## src/hdl/lpcc_pkg.sv

```systemverilog
// constants shared by the low-power counter/compare block
package lpcc_pkg;

   // ==========================================================
   // widths
   localparam int COUNT_W  = 24;
   localparam int PRESCALE_DOWN_COUNT_W  = 12;
   localparam int CHANNELS = 4;
   localparam int EVENTS   = 6;
   localparam int ADDR_W   = 12;

   // ==========================================================
   // register byte offsets
   localparam logic [11:0] ADDR_TASK_START = 12'h000;
   localparam logic [11:0] ADDR_TASK_STOP  = 12'h004;
   localparam logic [11:0] ADDR_TASK_CLEAR = 12'h008;
   localparam logic [11:0] ADDR_TASK_WRAP  = 12'h00C;
   localparam logic [11:0] ADDR_EV_TICK    = 12'h100;
   localparam logic [11:0] ADDR_EV_WRAP    = 12'h104;
   localparam logic [11:0] ADDR_EV_CMP0    = 12'h140;
   localparam logic [11:0] ADDR_ROUTE      = 12'h340;
   localparam logic [11:0] ADDR_ROUTE_SET  = 12'h344;
   localparam logic [11:0] ADDR_ROUTE_CLR  = 12'h348;
   localparam logic [11:0] ADDR_STATUS     = 12'h400;
   localparam logic [11:0] ADDR_COUNTER    = 12'h504;
   localparam logic [11:0] ADDR_PRESCALER  = 12'h508;
   localparam logic [11:0] ADDR_CMP0       = 12'h540;

   // ==========================================================
   // field positions
   localparam int ROUTE_TICK_BIT = 0;
   localparam int ROUTE_WRAP_BIT = 1;
   localparam int ROUTE_CMP_LSB  = 16;
   localparam int EV_TICK_IDX    = 0;
   localparam int EV_WRAP_IDX    = 1;
   localparam int EV_CMP_LSB     = 2;
   localparam int TASK_START     = 0;
   localparam int TASK_STOP      = 1;
   localparam int TASK_CLEAR     = 2;
   localparam int TASK_WRAP      = 3;

   // ==========================================================
   // reset values and fixed values
   localparam logic [23:0] COUNTER_RST     = 24'h000000;
   localparam logic [23:0] COUNTER_MAX     = 24'hFFFFFF;
   localparam logic [23:0] NEAR_WRAP_VALUE = 24'hFFFFF0;
   localparam logic [11:0] PRESCALER_RST   = 12'h000;
   localparam logic [11:0] DOWN_COUNT_ZERO = 12'h000;
   localparam logic [23:0] COMPARE_RST     = 24'h000000;
   localparam logic [31:0] ROUTE_RST       = 32'h00000000;
   localparam logic [1:0]  RESP_OKAY       = 2'h0;
   localparam logic [1:0]  RESP_SLVERR     = 2'h2;

   // ==========================================================
   // timing
   localparam int          SLOW_CLOCK_HZ     = 32768;
   localparam logic [1:0]  READ_STALL_CYCLES = 2'h3;

endpackage

```

## src/hdl/lpcc_counter_compare.sv

```systemverilog
// low-power 24-bit counter with prescaler, compare channels and AXI4-Lite registers
//
// Contract
// - 24-bit counter fed by 12-bit prescaler
// - increment rate is slow clock over prescaler+1
// - prescaler writable only while counter is stopped
// - start, clear, near-wrap reload the down-count
// - increment when down-count is zero, then reload
// - tick event per increment, disabled after reset
// - near-wrap task loads 0xFFFFF0
// - wrap event on 0xFFFFFF to zero, off at reset
// - disabled events request no fast clock
// - clearing never fires a zero compare
// - start at matching count gives no compare
// - compare fires only on step into value
// - compare at count plus two always fires
// - old compare over two ahead never fires
// - counter captured on read; tasks synchronised
// - tasks act after slow falling then rising edge
// - first increment follows start by prescaler+1 slow periods
// - near-wrap task requests the slow clock
// - compare spacing jitter within 62.5 ns
// - counter read stalls three extra cycles
//
// Added by the designer: the register offsets and the AXI4-Lite register port.
`timescale 1ns/1ps

module lpcc_counter_compare (
   input  wire logic        sys_clk,
   input  wire logic        sys_rst,
   input  wire logic        slowClockIn,
   output logic             slowClockStartReq,
   output logic             fastClockReq,
   input  wire logic [31:0] s_axi_awaddr,
   input  wire logic        s_axi_awvalid,
   output logic             s_axi_awready,
   input  wire logic [31:0] s_axi_wdata,
   input  wire logic [3:0]  s_axi_wstrb,
   input  wire logic        s_axi_wvalid,
   output logic             s_axi_wready,
   output logic [1:0]       s_axi_bresp,
   output logic             s_axi_bvalid,
   input  wire logic        s_axi_bready,
   input  wire logic [31:0] s_axi_araddr,
   input  wire logic        s_axi_arvalid,
   output logic             s_axi_arready,
   output logic [31:0]      s_axi_rdata,
   output logic [1:0]       s_axi_rresp,
   output logic             s_axi_rvalid,
   input  wire logic        s_axi_rready
);

   // ==========================================================
   // types and state
   typedef enum logic [1:0] {WR_IDLE, WR_ACCEPT, WR_RESP} lpcc_wr_state_t;
   typedef enum logic [1:0] {RD_IDLE, RD_ACCEPT, RD_STALL, RD_RESP} lpcc_rd_state_t;

   lpcc_wr_state_t wrState_reg;
   lpcc_rd_state_t rdState_reg;
   logic [1:0]     stallCount_reg;

   logic        slowSync1_reg;
   logic        slowSync2_reg;
   logic        slowPrev_reg;
   logic        slowRise;
   logic        slowFall;

   logic [3:0]  taskPend_reg;
   logic [3:0]  taskArmed_reg;
   logic [3:0]  taskReq;
   logic [3:0]  taskDone;
   logic [3:0]  taskPend_next;

   logic [23:0] counter_reg;
   logic [11:0] prescale_down_count_reg;
   logic [11:0] prescaler_reg;
   logic        running_reg;
   logic        increment;
   logic        reload;
   logic [23:0] counterPlusOne;

   logic [23:0] compare_value_reg [lpcc_pkg::CHANNELS];
   logic [31:0] event_route_enable_reg;
   logic [5:0]  eventFlags_reg;
   logic [5:0]  eventHits;
   logic [5:0]  eventSet;
   logic [5:0]  eventClr;
   logic [5:0]  eventFlags_next;

   logic        wrFire;
   logic [11:0] wrAddr;
   logic [11:0] rdAddr;
   logic [31:0] rdData_next;
   logic        rdMapped;
   logic [31:0] prescMerged;
   logic [31:0] cmpMerged;

   // ==========================================================
   // helpers
   function automatic logic [31:0] strobeMerge(input logic [31:0] oldVal,
                                               input logic [31:0] newVal,
                                               input logic [3:0]  strb);
      logic [31:0] res;
      res = oldVal;
      for (int b = 0; b < 4; b++) begin
         if (strb[b]) begin
            res[b*8 +: 8] = newVal[b*8 +: 8];
         end
      end
      return res;
   endfunction

   // four consecutive words starting at base
   function automatic logic inSlotGroup(input logic [11:0] addr,
                                        input logic [11:0] base);
      return addr[11:4] == base[11:4];
   endfunction

   function automatic logic isMapped(input logic [11:0] addr);
      return addr[11:4] == lpcc_pkg::ADDR_TASK_START[11:4]
         || addr == lpcc_pkg::ADDR_EV_TICK
         || addr == lpcc_pkg::ADDR_EV_WRAP
         || inSlotGroup(addr, lpcc_pkg::ADDR_EV_CMP0)
         || addr == lpcc_pkg::ADDR_ROUTE
         || addr == lpcc_pkg::ADDR_ROUTE_SET
         || addr == lpcc_pkg::ADDR_ROUTE_CLR
         || addr == lpcc_pkg::ADDR_STATUS
         || addr == lpcc_pkg::ADDR_COUNTER
         || addr == lpcc_pkg::ADDR_PRESCALER
         || inSlotGroup(addr, lpcc_pkg::ADDR_CMP0);
   endfunction

   // route register layout folded onto the event flag order
   function automatic logic [5:0] routeToEvents(input logic [31:0] route);
      return {route[lpcc_pkg::ROUTE_CMP_LSB +: 4],
              route[lpcc_pkg::ROUTE_WRAP_BIT],
              route[lpcc_pkg::ROUTE_TICK_BIT]};
   endfunction

   // ==========================================================
   // write channel: address and data taken together
   assign wrAddr = s_axi_awaddr[11:0];
   assign wrFire = wrState_reg == WR_ACCEPT;

   always_ff @(posedge sys_clk) begin
      if (sys_rst) begin
         wrState_reg   <= WR_IDLE;
         s_axi_awready <= 1'b0;
         s_axi_wready  <= 1'b0;
         s_axi_bvalid  <= 1'b0;
         s_axi_bresp   <= lpcc_pkg::RESP_OKAY;
      end else begin
         case (wrState_reg)
            WR_IDLE: begin
               if (s_axi_awvalid && s_axi_wvalid) begin
                  s_axi_awready <= 1'b1;
                  s_axi_wready  <= 1'b1;
                  wrState_reg   <= WR_ACCEPT;
               end
            end
            WR_ACCEPT: begin
               s_axi_awready <= 1'b0;
               s_axi_wready  <= 1'b0;
               s_axi_bvalid  <= 1'b1;
               s_axi_bresp   <= isMapped(wrAddr) ? lpcc_pkg::RESP_OKAY
                                                 : lpcc_pkg::RESP_SLVERR;
               wrState_reg   <= WR_RESP;
            end
            default: begin
               if (s_axi_bready) begin
                  s_axi_bvalid <= 1'b0;
                  wrState_reg  <= WR_IDLE;
               end
            end
         endcase
      end
   end

   // ==========================================================
   // read channel; a counter read is held back so a slow edge
   // during the access cannot tear the sampled value
   assign rdAddr = s_axi_araddr[11:0];

   always_comb begin
      rdData_next = 32'h00000000;
      rdMapped    = isMapped(rdAddr);
      if (rdAddr == lpcc_pkg::ADDR_EV_TICK) begin
         rdData_next[0] = eventFlags_reg[lpcc_pkg::EV_TICK_IDX];
      end else if (rdAddr == lpcc_pkg::ADDR_EV_WRAP) begin
         rdData_next[0] = eventFlags_reg[lpcc_pkg::EV_WRAP_IDX];
      end else if (inSlotGroup(rdAddr, lpcc_pkg::ADDR_EV_CMP0)) begin
         rdData_next[0] = eventFlags_reg[lpcc_pkg::EV_CMP_LSB + int'(rdAddr[3:2])];
      end else if (rdAddr == lpcc_pkg::ADDR_ROUTE
                   || rdAddr == lpcc_pkg::ADDR_ROUTE_SET
                   || rdAddr == lpcc_pkg::ADDR_ROUTE_CLR) begin
         rdData_next = event_route_enable_reg;
      end else if (rdAddr == lpcc_pkg::ADDR_STATUS) begin
         rdData_next[4:0] = {taskPend_reg, running_reg};
      end else if (rdAddr == lpcc_pkg::ADDR_COUNTER) begin
         rdData_next[23:0] = counter_reg;
      end else if (rdAddr == lpcc_pkg::ADDR_PRESCALER) begin
         rdData_next[11:0] = prescaler_reg;
      end else if (inSlotGroup(rdAddr, lpcc_pkg::ADDR_CMP0)) begin
         rdData_next[23:0] = compare_value_reg[rdAddr[3:2]];
      end
   end

   always_ff @(posedge sys_clk) begin
      if (sys_rst) begin
         rdState_reg    <= RD_IDLE;
         stallCount_reg <= 2'h0;
         s_axi_arready  <= 1'b0;
         s_axi_rvalid   <= 1'b0;
         s_axi_rdata    <= 32'h00000000;
         s_axi_rresp    <= lpcc_pkg::RESP_OKAY;
      end else begin
         case (rdState_reg)
            RD_IDLE: begin
               if (s_axi_arvalid) begin
                  s_axi_arready <= 1'b1;
                  rdState_reg   <= RD_ACCEPT;
               end
            end
            RD_ACCEPT: begin
               s_axi_arready <= 1'b0;
               s_axi_rdata   <= rdData_next;
               s_axi_rresp   <= rdMapped ? lpcc_pkg::RESP_OKAY : lpcc_pkg::RESP_SLVERR;
               if (rdAddr == lpcc_pkg::ADDR_COUNTER) begin
                  stallCount_reg <= lpcc_pkg::READ_STALL_CYCLES;
                  rdState_reg    <= RD_STALL;
               end else begin
                  s_axi_rvalid <= 1'b1;
                  rdState_reg  <= RD_RESP;
               end
            end
            RD_STALL: begin
               stallCount_reg <= stallCount_reg - 2'h1;
               if (stallCount_reg == 2'h1) begin
                  s_axi_rvalid <= 1'b1;
                  rdState_reg  <= RD_RESP;
               end
            end
            default: begin
               if (s_axi_rready) begin
                  s_axi_rvalid <= 1'b0;
                  rdState_reg  <= RD_IDLE;
               end
            end
         endcase
      end
   end

   // ==========================================================
   // slow clock sampling; the first stage feeds only the second
   always_ff @(posedge sys_clk) begin
      if (sys_rst) begin
         slowSync1_reg <= 1'b0;
         slowSync2_reg <= 1'b0;
         slowPrev_reg  <= 1'b0;
      end else begin
         slowSync1_reg <= slowClockIn;
         slowSync2_reg <= slowSync1_reg;
         slowPrev_reg  <= slowSync2_reg;
      end
   end

   assign slowRise = slowSync2_reg && !slowPrev_reg;
   assign slowFall = !slowSync2_reg && slowPrev_reg;

   // ==========================================================
   // tasks: pending until a slow falling edge arms them, done on
   // the following rising edge
   always_comb begin
      taskReq = 4'h0;
      if (wrFire && wrAddr[11:4] == lpcc_pkg::ADDR_TASK_START[11:4]
          && s_axi_wstrb[0] && s_axi_wdata[0]) begin
         taskReq[wrAddr[3:2]] = 1'b1;
      end
   end

   assign taskDone      = taskArmed_reg & {4{slowRise}};
   assign taskPend_next = (taskPend_reg & ~taskDone) | taskReq;

   always_ff @(posedge sys_clk) begin
      if (sys_rst) begin
         taskPend_reg  <= 4'h0;
         taskArmed_reg <= 4'h0;
      end else begin
         taskPend_reg  <= taskPend_next;
         taskArmed_reg <= (taskArmed_reg | (taskPend_reg & {4{slowFall}})) & ~taskDone;
      end
   end

   // near-wrap load waits for the slow clock, so ask for it to run
   always_ff @(posedge sys_clk) begin
      if (sys_rst) begin
         slowClockStartReq <= 1'b0;
      end else begin
         slowClockStartReq <= taskPend_next[lpcc_pkg::TASK_WRAP];
      end
   end

   // ==========================================================
   // counter and prescaler, acting only on slow rising edges
   assign reload = taskDone[lpcc_pkg::TASK_START] || taskDone[lpcc_pkg::TASK_CLEAR]
                || taskDone[lpcc_pkg::TASK_WRAP];
   assign increment = slowRise && running_reg && !taskDone[lpcc_pkg::TASK_CLEAR]
                   && !taskDone[lpcc_pkg::TASK_WRAP]
                   && prescale_down_count_reg == lpcc_pkg::DOWN_COUNT_ZERO;
   assign counterPlusOne = counter_reg + 24'h000001;

   always_ff @(posedge sys_clk) begin
      if (sys_rst) begin
         counter_reg <= lpcc_pkg::COUNTER_RST;
      end else if (taskDone[lpcc_pkg::TASK_CLEAR]) begin
         counter_reg <= lpcc_pkg::COUNTER_RST;
      end else if (taskDone[lpcc_pkg::TASK_WRAP]) begin
         counter_reg <= lpcc_pkg::NEAR_WRAP_VALUE;
      end else if (increment) begin
         counter_reg <= counterPlusOne;
      end
   end

   always_ff @(posedge sys_clk) begin
      if (sys_rst) begin
         prescale_down_count_reg <= lpcc_pkg::PRESCALER_RST;
      end else if (reload || increment) begin
         prescale_down_count_reg <= prescaler_reg;
      end else if (slowRise && running_reg) begin
         prescale_down_count_reg <= prescale_down_count_reg - 12'h001;
      end
   end

   // stop wins over a start that lands on the same edge
   always_ff @(posedge sys_clk) begin
      if (sys_rst) begin
         running_reg <= 1'b0;
      end else if (taskDone[lpcc_pkg::TASK_STOP]) begin
         running_reg <= 1'b0;
      end else if (taskDone[lpcc_pkg::TASK_START]) begin
         running_reg <= 1'b1;
      end
   end

   // ==========================================================
   // configuration registers; merged words are named so their low bits can be taken
   assign prescMerged = strobeMerge({20'h00000, prescaler_reg}, s_axi_wdata, s_axi_wstrb);
   assign cmpMerged   = strobeMerge({8'h00, compare_value_reg[wrAddr[3:2]]}, s_axi_wdata,
                                    s_axi_wstrb);

   always_ff @(posedge sys_clk) begin
      if (sys_rst) begin
         prescaler_reg <= lpcc_pkg::PRESCALER_RST;
      end else if (wrFire && wrAddr == lpcc_pkg::ADDR_PRESCALER
                   && !running_reg && !taskPend_reg[lpcc_pkg::TASK_START]) begin
         prescaler_reg <= prescMerged[11:0];
      end
   end

   // a new compare value takes effect at once, so an old value
   // more than two counts ahead can no longer be reached
   always_ff @(posedge sys_clk) begin
      if (sys_rst) begin
         for (int c = 0; c < lpcc_pkg::CHANNELS; c++) begin
            compare_value_reg[c] <= lpcc_pkg::COMPARE_RST;
         end
      end else if (wrFire && inSlotGroup(wrAddr, lpcc_pkg::ADDR_CMP0)) begin
         compare_value_reg[wrAddr[3:2]] <= cmpMerged[23:0];
      end
   end

   always_ff @(posedge sys_clk) begin
      if (sys_rst) begin
         event_route_enable_reg <= lpcc_pkg::ROUTE_RST;
      end else if (wrFire && wrAddr == lpcc_pkg::ADDR_ROUTE) begin
         event_route_enable_reg <= strobeMerge(event_route_enable_reg, s_axi_wdata,
                                               s_axi_wstrb);
      end else if (wrFire && wrAddr == lpcc_pkg::ADDR_ROUTE_SET) begin
         event_route_enable_reg <= event_route_enable_reg
                                 | strobeMerge(32'h00000000, s_axi_wdata, s_axi_wstrb);
      end else if (wrFire && wrAddr == lpcc_pkg::ADDR_ROUTE_CLR) begin
         event_route_enable_reg <= event_route_enable_reg
                                 & ~strobeMerge(32'h00000000, s_axi_wdata, s_axi_wstrb);
      end
   end

   // ==========================================================
   // events: compares look at the value being stepped into, so a
   // clear, a load or a start never counts as a match
   always_comb begin
      eventHits = 6'h00;
      eventHits[lpcc_pkg::EV_TICK_IDX] = increment;
      eventHits[lpcc_pkg::EV_WRAP_IDX] = increment
                                      && counter_reg == lpcc_pkg::COUNTER_MAX;
      for (int c = 0; c < lpcc_pkg::CHANNELS; c++) begin
         eventHits[lpcc_pkg::EV_CMP_LSB + c] = increment
            && counterPlusOne == compare_value_reg[c];
      end
   end

   always_comb begin
      eventClr = 6'h00;
      if (wrFire && s_axi_wstrb[0] && !s_axi_wdata[0]) begin
         if (wrAddr == lpcc_pkg::ADDR_EV_TICK) begin
            eventClr[lpcc_pkg::EV_TICK_IDX] = 1'b1;
         end else if (wrAddr == lpcc_pkg::ADDR_EV_WRAP) begin
            eventClr[lpcc_pkg::EV_WRAP_IDX] = 1'b1;
         end else if (inSlotGroup(wrAddr, lpcc_pkg::ADDR_EV_CMP0)) begin
            eventClr[lpcc_pkg::EV_CMP_LSB + int'(wrAddr[3:2])] = 1'b1;
         end
      end
   end

   // set wins over a clear in the same cycle
   assign eventSet        = eventHits & routeToEvents(event_route_enable_reg);
   assign eventFlags_next = (eventFlags_reg & ~eventClr) | eventSet;

   always_ff @(posedge sys_clk) begin
      if (sys_rst) begin
         eventFlags_reg <= 6'h00;
      end else begin
         eventFlags_reg <= eventFlags_next;
      end
   end

   // only routed events reach the fast clock request
   always_ff @(posedge sys_clk) begin
      if (sys_rst) begin
         fastClockReq <= 1'b0;
      end else begin
         fastClockReq <= |eventFlags_next;
      end
   end

endmodule

```

## config.mk

```make
export PLATFORM = sky130hd
export DESIGN_NAME = lpcc_counter_compare
export DESIGN_NICKNAME = d
export VERILOG_FILES = /design/src/hdl/lpcc_pkg.sv /design/src/hdl/lpcc_counter_compare.sv
export SDC_FILE = /design/constraint.sdc
export NUM_CORES = 1
export LEC_CHECK = 0
export BUFFER_PORTS_ARGS = -buffer_cell sky130_fd_sc_hd__buf_2
export CELL_PAD_IN_SITES_DETAIL_PLACEMENT = 1
export CELL_PAD_IN_SITES_GLOBAL_PLACEMENT = 1
export CORE_ASPECT_RATIO = 1.4
export CORE_UTILIZATION = 42
export DETAILED_ROUTE_END_ITERATION = 8
export HOLD_SLACK_MARGIN = 0.06
export PLACE_DENSITY = 0.75
export SETUP_SLACK_MARGIN = 0.5
export SLEW_MARGIN = 10
export SYNTH_ARGS = -nofsm -noshare
export SYNTH_HDL_FRONTEND = slang
export SYNTH_SLANG_ARGS = --single-unit
```

## constraint.sdc

```tcl
create_clock -name sys_clk -period 3.19 [get_ports sys_clk]
set_input_delay 0.7975 -clock sys_clk [delete_from_list [all_inputs] [get_ports sys_clk]]
set_output_delay 0.7975 -clock sys_clk [all_outputs]
set_load 0.01 [all_outputs]
```

==> flow_metrics.py, run 1 <==
metrics = {
    "status": {
        "status": "finished, final reports clean",
    },
    "yosys": {
        "ys_async_sr_fraction": 0,
        "synth_edf_count": 96,
        "synth_cell_type_count": 85,
        "syn_area_per_cell_um2": 9.45,
        "ys_warn_count": 0,
        "synthCells": 1484,
        "yosysSeqAreaShare": 0.410,
        "ys_ff_latch": 239,
        "synth-main-ff-cell": "dfxtp_1",
        "syn_area_um2": 14000,
    },
    "timing": {
        "slew_violations": 0,
        "rsz0062_at_grt": "yes",
        "finalHoldViolCount": 0,
        "finalSetupViolations": 0,
        "relSlewSlack": 0.594,
        "timing.fmax_mhz": 352,
        "worst_pin_slew_ns": 0.608,
        "skew_ns": 0.0141,
        "min_period_ns": 2.84,
        "post-route-period-util": 0.891,
    },
    "clocking": {
        "cts_buffer_depth": 3,
        "clkLatencyLatePin_ns": 0.54,
        "clk_pin_slew_worst_paths_ns": 0.07,
        "clock_sinks": 239,
        "htreeDepth": 1,
        "cts_buffers": 24,
        "clock-root-buffer": "clkbuf_16",
        "cts_tree": "built",
    },
    "grt": {
        "grt_pass1_vias": 13600,
        "grt_use_total": 0.322,
        "gr-total-overflow": 0,
        "grt_max_degree": 54,
        "antenna_found_initial": 1,
        "grt_pass1_wl_um": 82200,
    },
    "pwr": {
        "p_seq_frac": 0.466,
        "switching_power_mw": 1.93,
        "vdd_drop_max_v": 0.000548,
        "clock_power_share": 0.407,
        "internal_power_mw": 5.25,
        "powerDensity_nw_per_um2": 416,
        "finalPower_mw": 7.18,
        "p_leak_nw": 6.68,
        "swShare": 0.269,
        "combinationalPowerShare": 0.127,
    },
    "setup_path": {
        "worstSetupEndpointType": "flop",
        "timing.critical_path.cells": "buf_4 > nand3_4 > o31ai_1 > o221ai_1 > a221oi_1 > nand4_1 > nor4_4 > buf_4 > nor4bb_2 > a41oi_2",
        "cp.required_ns": 3.65,
        "cp.arrival_ns": 3.30,
        "cp.depth": 10,
        "path_class": "flop to flop",
        "cp-start-kind": "flop",
        "crit_family": "compound AO/OA/AOI/OAI gates",
        "slowest_delay_ns": 0.50,
        "cp_common_cell": "buf_4",
        "r2r_cells": 10,
        "worst_path_max_delay_cell": "o31ai_1",
        "path_buf_inv": 2,
        "cp_max_fo": 6,
    },
    "routing": {
        "drc": 0,
        "detail_route.vias_per_cell": 6.16,
        "drt_wl_total_um": 54500,
        "drt-initial-drc-count": 1043,
        "ant_nets": 0,
        "dr.pass1.iters": 8,
        "wire_per_inst_um": 25.5,
        "vias": 13100,
    },
    "floorplan": {
        "io_pins": 151,
        "rows": 78,
        "start_util": 0.430,
        "dieArea_um2": 34100,
        "die_h_um": 218,
        "fp.dieW_um": 156,
        "coreArea_um2": 32600,
    },
    "placement": {
        "place.gp.congestion": 0.959,
        "dpl_cell_area_um2": 15800,
        "dp_hpwl_um": 40500,
        "port_buffers": 108,
    },
    "layout": {
        "layout.nets": 1790,
        "num_antenna_cells": 0,
        "fill_cells": 3724,
        "syn2layout_area_growth_pct": 23.2,
        "drive_above_1_share": 0.267,
        "final_common_cell": "buf_4",
        "layout_common_cells": "148 x buf_4, 141 x nor2_1, 126 x dfxtp_1, 113 x nand2_1, 107 x and2_1",
        "design_area_um2": 17300,
    },
    "flow_run": {
        "drv_cap": 0,
    },
    "min_path": {
        "holdCritPathClass": "flop to flop",
        "whs_path_depth": 1,
    },
}
## synthesized netlist by cell type (25+ instances only)
cell type  instances  area share
nor2_1           147       0.039
nand2_1          118       0.032
a21oi_1          100       0.036
inv_1             27      0.0072
nor2b_1           26       0.012
a222oi_1          28       0.020
clkbuf_1          71       0.019
xnor2_1           67       0.042
nand3_1           25      0.0089
dfxtp_1          143        0.20
edfxtp_1          96        0.21
and2_1           109       0.049
o21ai_0           45       0.016
xor2_1            36       0.022
mux4_2            25       0.040
## metrics by stage
stage / hold slack (ns) / util / std cells / TNS (ns) / setup WS [ns]
3_5_place_dp: 0.449 / 0.486 / 2060 / -0.0138 / -0.0138
3_3_place_gp: 0.419 / 0.486 / 2060 / 0 / 0.0219
5_1_grt: 0.477 / 0.530 / 2133 / 0 / 0.330
6_report: 0.457 / 0.530 / 2133 / 0 / 0.348
2_1_floorplan: 0.414 / - / 1485 / 0 / 0.316
4_1_cts: 0.452 / 0.522 / 2119 / 0 / 0.416
## final cells by class
cell class                 instances  area (um2)  area share
clock buffer                      32         672      0.0389
clock inverter                    12         121     0.00703
inverter                          28         105     0.00608
multi-input combinational       1107        8110       0.470
sequential                       239        5790       0.335
tap                              440         551      0.0319
timing repair buffer             275        1930       0.112
## power by group through the flow
stage	sequential, mW	clock [mW]	combinational, mW
after global routing	3.36	3.05	0.975
final	3.35	2.92	0.911
after global placement	3.41	0	0.867
after detailed placement	3.42	0	0.894
after floorplan	3.39	0	0.511
after CTS	3.35	2.96	0.904
## worst paths after layout
kind	slack (ns)	to	from
min reg2reg	0.46	slowSync2_reg$_SDFF_PP0_	slowSync1_reg$_SDFF_PP0_
max	0.35	fastClockReq$_SDFF_PP0_	counter_reg[1]$_SDFFE_PP0P_
min	0.46	slowSync2_reg$_SDFF_PP0_	slowSync1_reg$_SDFF_PP0_
max reg2reg	0.35	fastClockReq$_SDFF_PP0_	counter_reg[1]$_SDFFE_PP0P_
## timing repair
| item | 4_1_cts | 5_1_grt |
|---|---|---|
| setup buffers | 15 | 14 |
| gates resized for setup | 69 | 39 |
| pin swaps | 19 | 19 |
| hold endpoints to repair | 0 | 0 |
| setup endpoints to repair | 5 | 22 |
| hold buffers | 0 | 0 |
## kinds of logic (layout without fill, tap and decap cells)
logic type,after synthesis,count (layout),synth area share
buf+inv,139,347,0.0432
simple gates,593,593,0.228
flops,239,239,0.410
xor+xnor,117,117,0.0870
compound gates,334,334,0.164
fa+ha+maj,8,8,0.00696
mux,53,53,0.0608
other cells,1,2,0.000267
## routing by layer
metal	wire [um]	up-vias	GRT usage
li1	-	5824	-
met1	20200	6609	0.363
met2	28000	530	0.581
met4	3050	2	0.173
met5	12	-	0
met3	3260	166	0.0452
(Power assumes the default switching activity.)
==> run 2: changes to the inputs <==
--- a/config.mk
+++ b/config.mk
@@ -5,7 +5,7 @@
 export SDC_FILE = /design/constraint.sdc
 export NUM_CORES = 1
 export LEC_CHECK = 0
-export BUFFER_PORTS_ARGS = -buffer_cell sky130_fd_sc_hd__buf_2
+export BUFFER_PORTS_ARGS = -buffer_cell sky130_fd_sc_hd__buf_4
 export CELL_PAD_IN_SITES_DETAIL_PLACEMENT = 1
 export CELL_PAD_IN_SITES_GLOBAL_PLACEMENT = 1
 export CORE_ASPECT_RATIO = 1.4
==> flow_metrics.py, run 2 (same netlist as run 1, synthesis figures left out) <==
metrics = {
    "grt": {
        "gr-total-overflow": 0,
        "grt_pass1_vias": 13500,
        "grt_use_total": 0.322,
        "antenna_found_initial": 2,
        "grt_max_degree": 133,
        "grt_pass1_wl_um": 82300,
    },
    "setup_path": {
        "cp_common_cell": "buf_4",
        "cp.arrival_ns": 3.22,
        "r2r_end": "fastClockReq$_SDFF_PP0_",
        "cp_max_fo": 4,
        "r2r_cells": 10,
        "r2r-start": "compare_value_reg[3][16]$_DFFE_PP_",
        "path_class": "flop to flop",
        "timing.critical_path.cells": "xnor2_1 > nor2_1 > a2111o_1 > a2111oi_2 > buf_4 > nand4_1 > nor4_2 > buf_4 > nor4bb_4 > a41oi_2",
        "path_buf_inv": 2,
        "cp.required_ns": 3.67,
        "slowest_delay_ns": 0.49,
        "crit_family": "compound AO/OA/AOI/OAI gates",
        "cp.depth": 10,
        "rrSetupSlack_ns": 0.45,
        "worstSetupEndpointType": "flop",
        "worst_path_max_delay_cell": "xnor2_1",
        "cp-start-kind": "flop",
    },
    "layout": {
        "finalNonFillerCells": 2125,
        "final_common_cell": "buf_4",
        "syn2layout_area_growth_pct": 25.4,
        "layout.nets": 1780,
        "drive_above_1_share": 0.262,
        "layout_common_cells": "240 x buf_4, 141 x nor2_1, 129 x dfxtp_1, 114 x nand2_1, 109 x and2_1",
        "fill_cells": 3653,
    },
    "timing": {
        "post-route-period-util": 0.858,
        "finalSetupViolations": 0,
        "relSlewSlack": 0.418,
        "skew_ns": 0.0253,
        "rsz0062_at_grt": "yes",
        "worst_pin_slew_ns": 0.873,
        "holdWs_ns": 0.440,
        "min_period_ns": 2.74,
        "finalHoldViolCount": 0,
        "slew_violations": 0,
        "setup_ws_ns": 0.453,
        "timing.fmax_mhz": 365,
    },
    "clocking": {
        "clock_sinks": 239,
        "clock-root-buffer": "clkbuf_16",
        "clk_pin_slew_worst_paths_ns": 0.07,
        "postCtsHoldBufs": 0,
        "cts_buffers": 25,
        "clkLatencyLatePin_ns": 0.56,
        "htreeDepth": 1,
        "cts_buffer_depth": 3,
        "cts_tree": "built",
    },
    "min_path": {
        "holdCritPathClass": "flop to flop",
        "min-delay-start": "slowSync1_reg$_SDFF_PP0_",
        "whs_path_depth": 1,
        "worstHoldEndpoint": "slowSync2_reg$_SDFF_PP0_",
    },
    "floorplan": {
        "rows": 78,
        "coreArea_um2": 32600,
        "start_util": 0.430,
        "fp.dieW_um": 156,
        "die_h_um": 218,
        "io_pins": 151,
        "dieArea_um2": 34100,
    },
    "routing": {
        "wire_per_inst_um": 25.7,
        "vias": 13000,
        "detail_route.vias_per_cell": 6.13,
        "ant_nets": 0,
        "drc": 0,
        "drt_wl_total_um": 54500,
        "dr.pass1.iters": 8,
        "drt-initial-drc-count": 1031,
    },
    "placement": {
        "port_buffers": 108,
        "dp_hpwl_um": 40500,
        "place.gp.congestion": 0.950,
        "pre_cts_ws_ns": -0.0401,
        "place_inst": 2049,
    },
    "pwr": {
        "p_seq_frac": 0.453,
        "powerDensity_nw_per_um2": 421,
        "combinationalPowerShare": 0.126,
        "swShare": 0.269,
        "p_leak_nw": 6.75,
        "clock_power_share": 0.421,
        "finalPower_mw": 7.41,
        "internal_power_mw": 5.41,
        "vdd_drop_max_v": 0.000515,
        "switching_power_mw": 2.00,
    },
    "status": {
        "status": "finished, final reports clean",
    },
    "flow_run": {
        "drv_cap": 0,
    },
}
==> run 2: layout make-up <==
| type | count | area [um2] | share of cell area |
|---|---|---|---|
| diodes | 1 | 2.50 | 0.000142 |
| clock buffers | 30 | 717 | 0.0408 |
| clock inverters | 16 | 155 | 0.00882 |
| inverters | 28 | 105 | 0.00598 |
| multi-input cells | 1107 | 8120 | 0.462 |
| flip-flops and latches | 239 | 5780 | 0.329 |
| well taps | 440 | 551 | 0.0313 |
| repair buffers | 264 | 2150 | 0.122 |
==> run 2: what timing repair did <==
| action | CTS | global route |
|---|---|---|
| gates resized for setup | 68 | 37 |
| buffers inserted | 19 | 9 |
| pin swaps | 21 | 18 |
| endpoints found under the setup margin | 5 | 36 |
| gates cloned | 0 | 1 |
==> run 2: how the worst max path moves through the flow <==
stage / from / endpoint / slack [ns]
after global routing: counter_reg[0]$_SDFFE_PP0P_ / fastClockReq$_SDFF_PP0_ / 0.40
after detailed placement: s_axi_awaddr[5] / fastClockReq$_SDFF_PP0_ / -0.04
after floorplan: s_axi_awaddr[5] / fastClockReq$_SDFF_PP0_ / 0.32
final: compare_value_reg[3][16]$_DFFE_PP_ / fastClockReq$_SDFF_PP0_ / 0.45
after global placement: s_axi_awaddr[5] / fastClockReq$_SDFF_PP0_ / 0.01
after CTS: counter_reg[1]$_SDFFE_PP0P_ / fastClockReq$_SDFF_PP0_ / 0.47
==> run 2: metrics by stage <==
step | cell area (um2) | TNS [ns] | util
detailed placement | 16000 | -0.0401 | 0.492
floorplan | 14100 | 0 | -
global placement | 16000 | 0 | 0.492
CTS | 17300 | 0 | 0.532
finish | 17600 | 0 | 0.539
global route | 17600 | 0 | 0.539
==> run 2: metal layers <==
metal  wire length (um)  share of wire  track usage  vias to the layer above
li1                   -              -            -                     5813
met2              27900           0.51        0.581                      504
met5                 15        0.00028            0                        -
met1              20300           0.37        0.365                     6555
met3               3020          0.055       0.0369                      160
met4               3280          0.060        0.181                        2
==> run 2: power groups by stage <==
| stage | sequential [mW] | combinational [mW] | clock, mW |
|---|---|---|---|
| after floorplan | 3.39 | 0.511 | 0 |
| after global placement | 3.42 | 0.891 | 0 |
| after detailed placement | 3.42 | 0.921 | 0 |
| after CTS | 3.35 | 0.931 | 3.16 |
| after global routing | 3.36 | 0.997 | 3.25 |
| final | 3.35 | 0.934 | 3.12 |
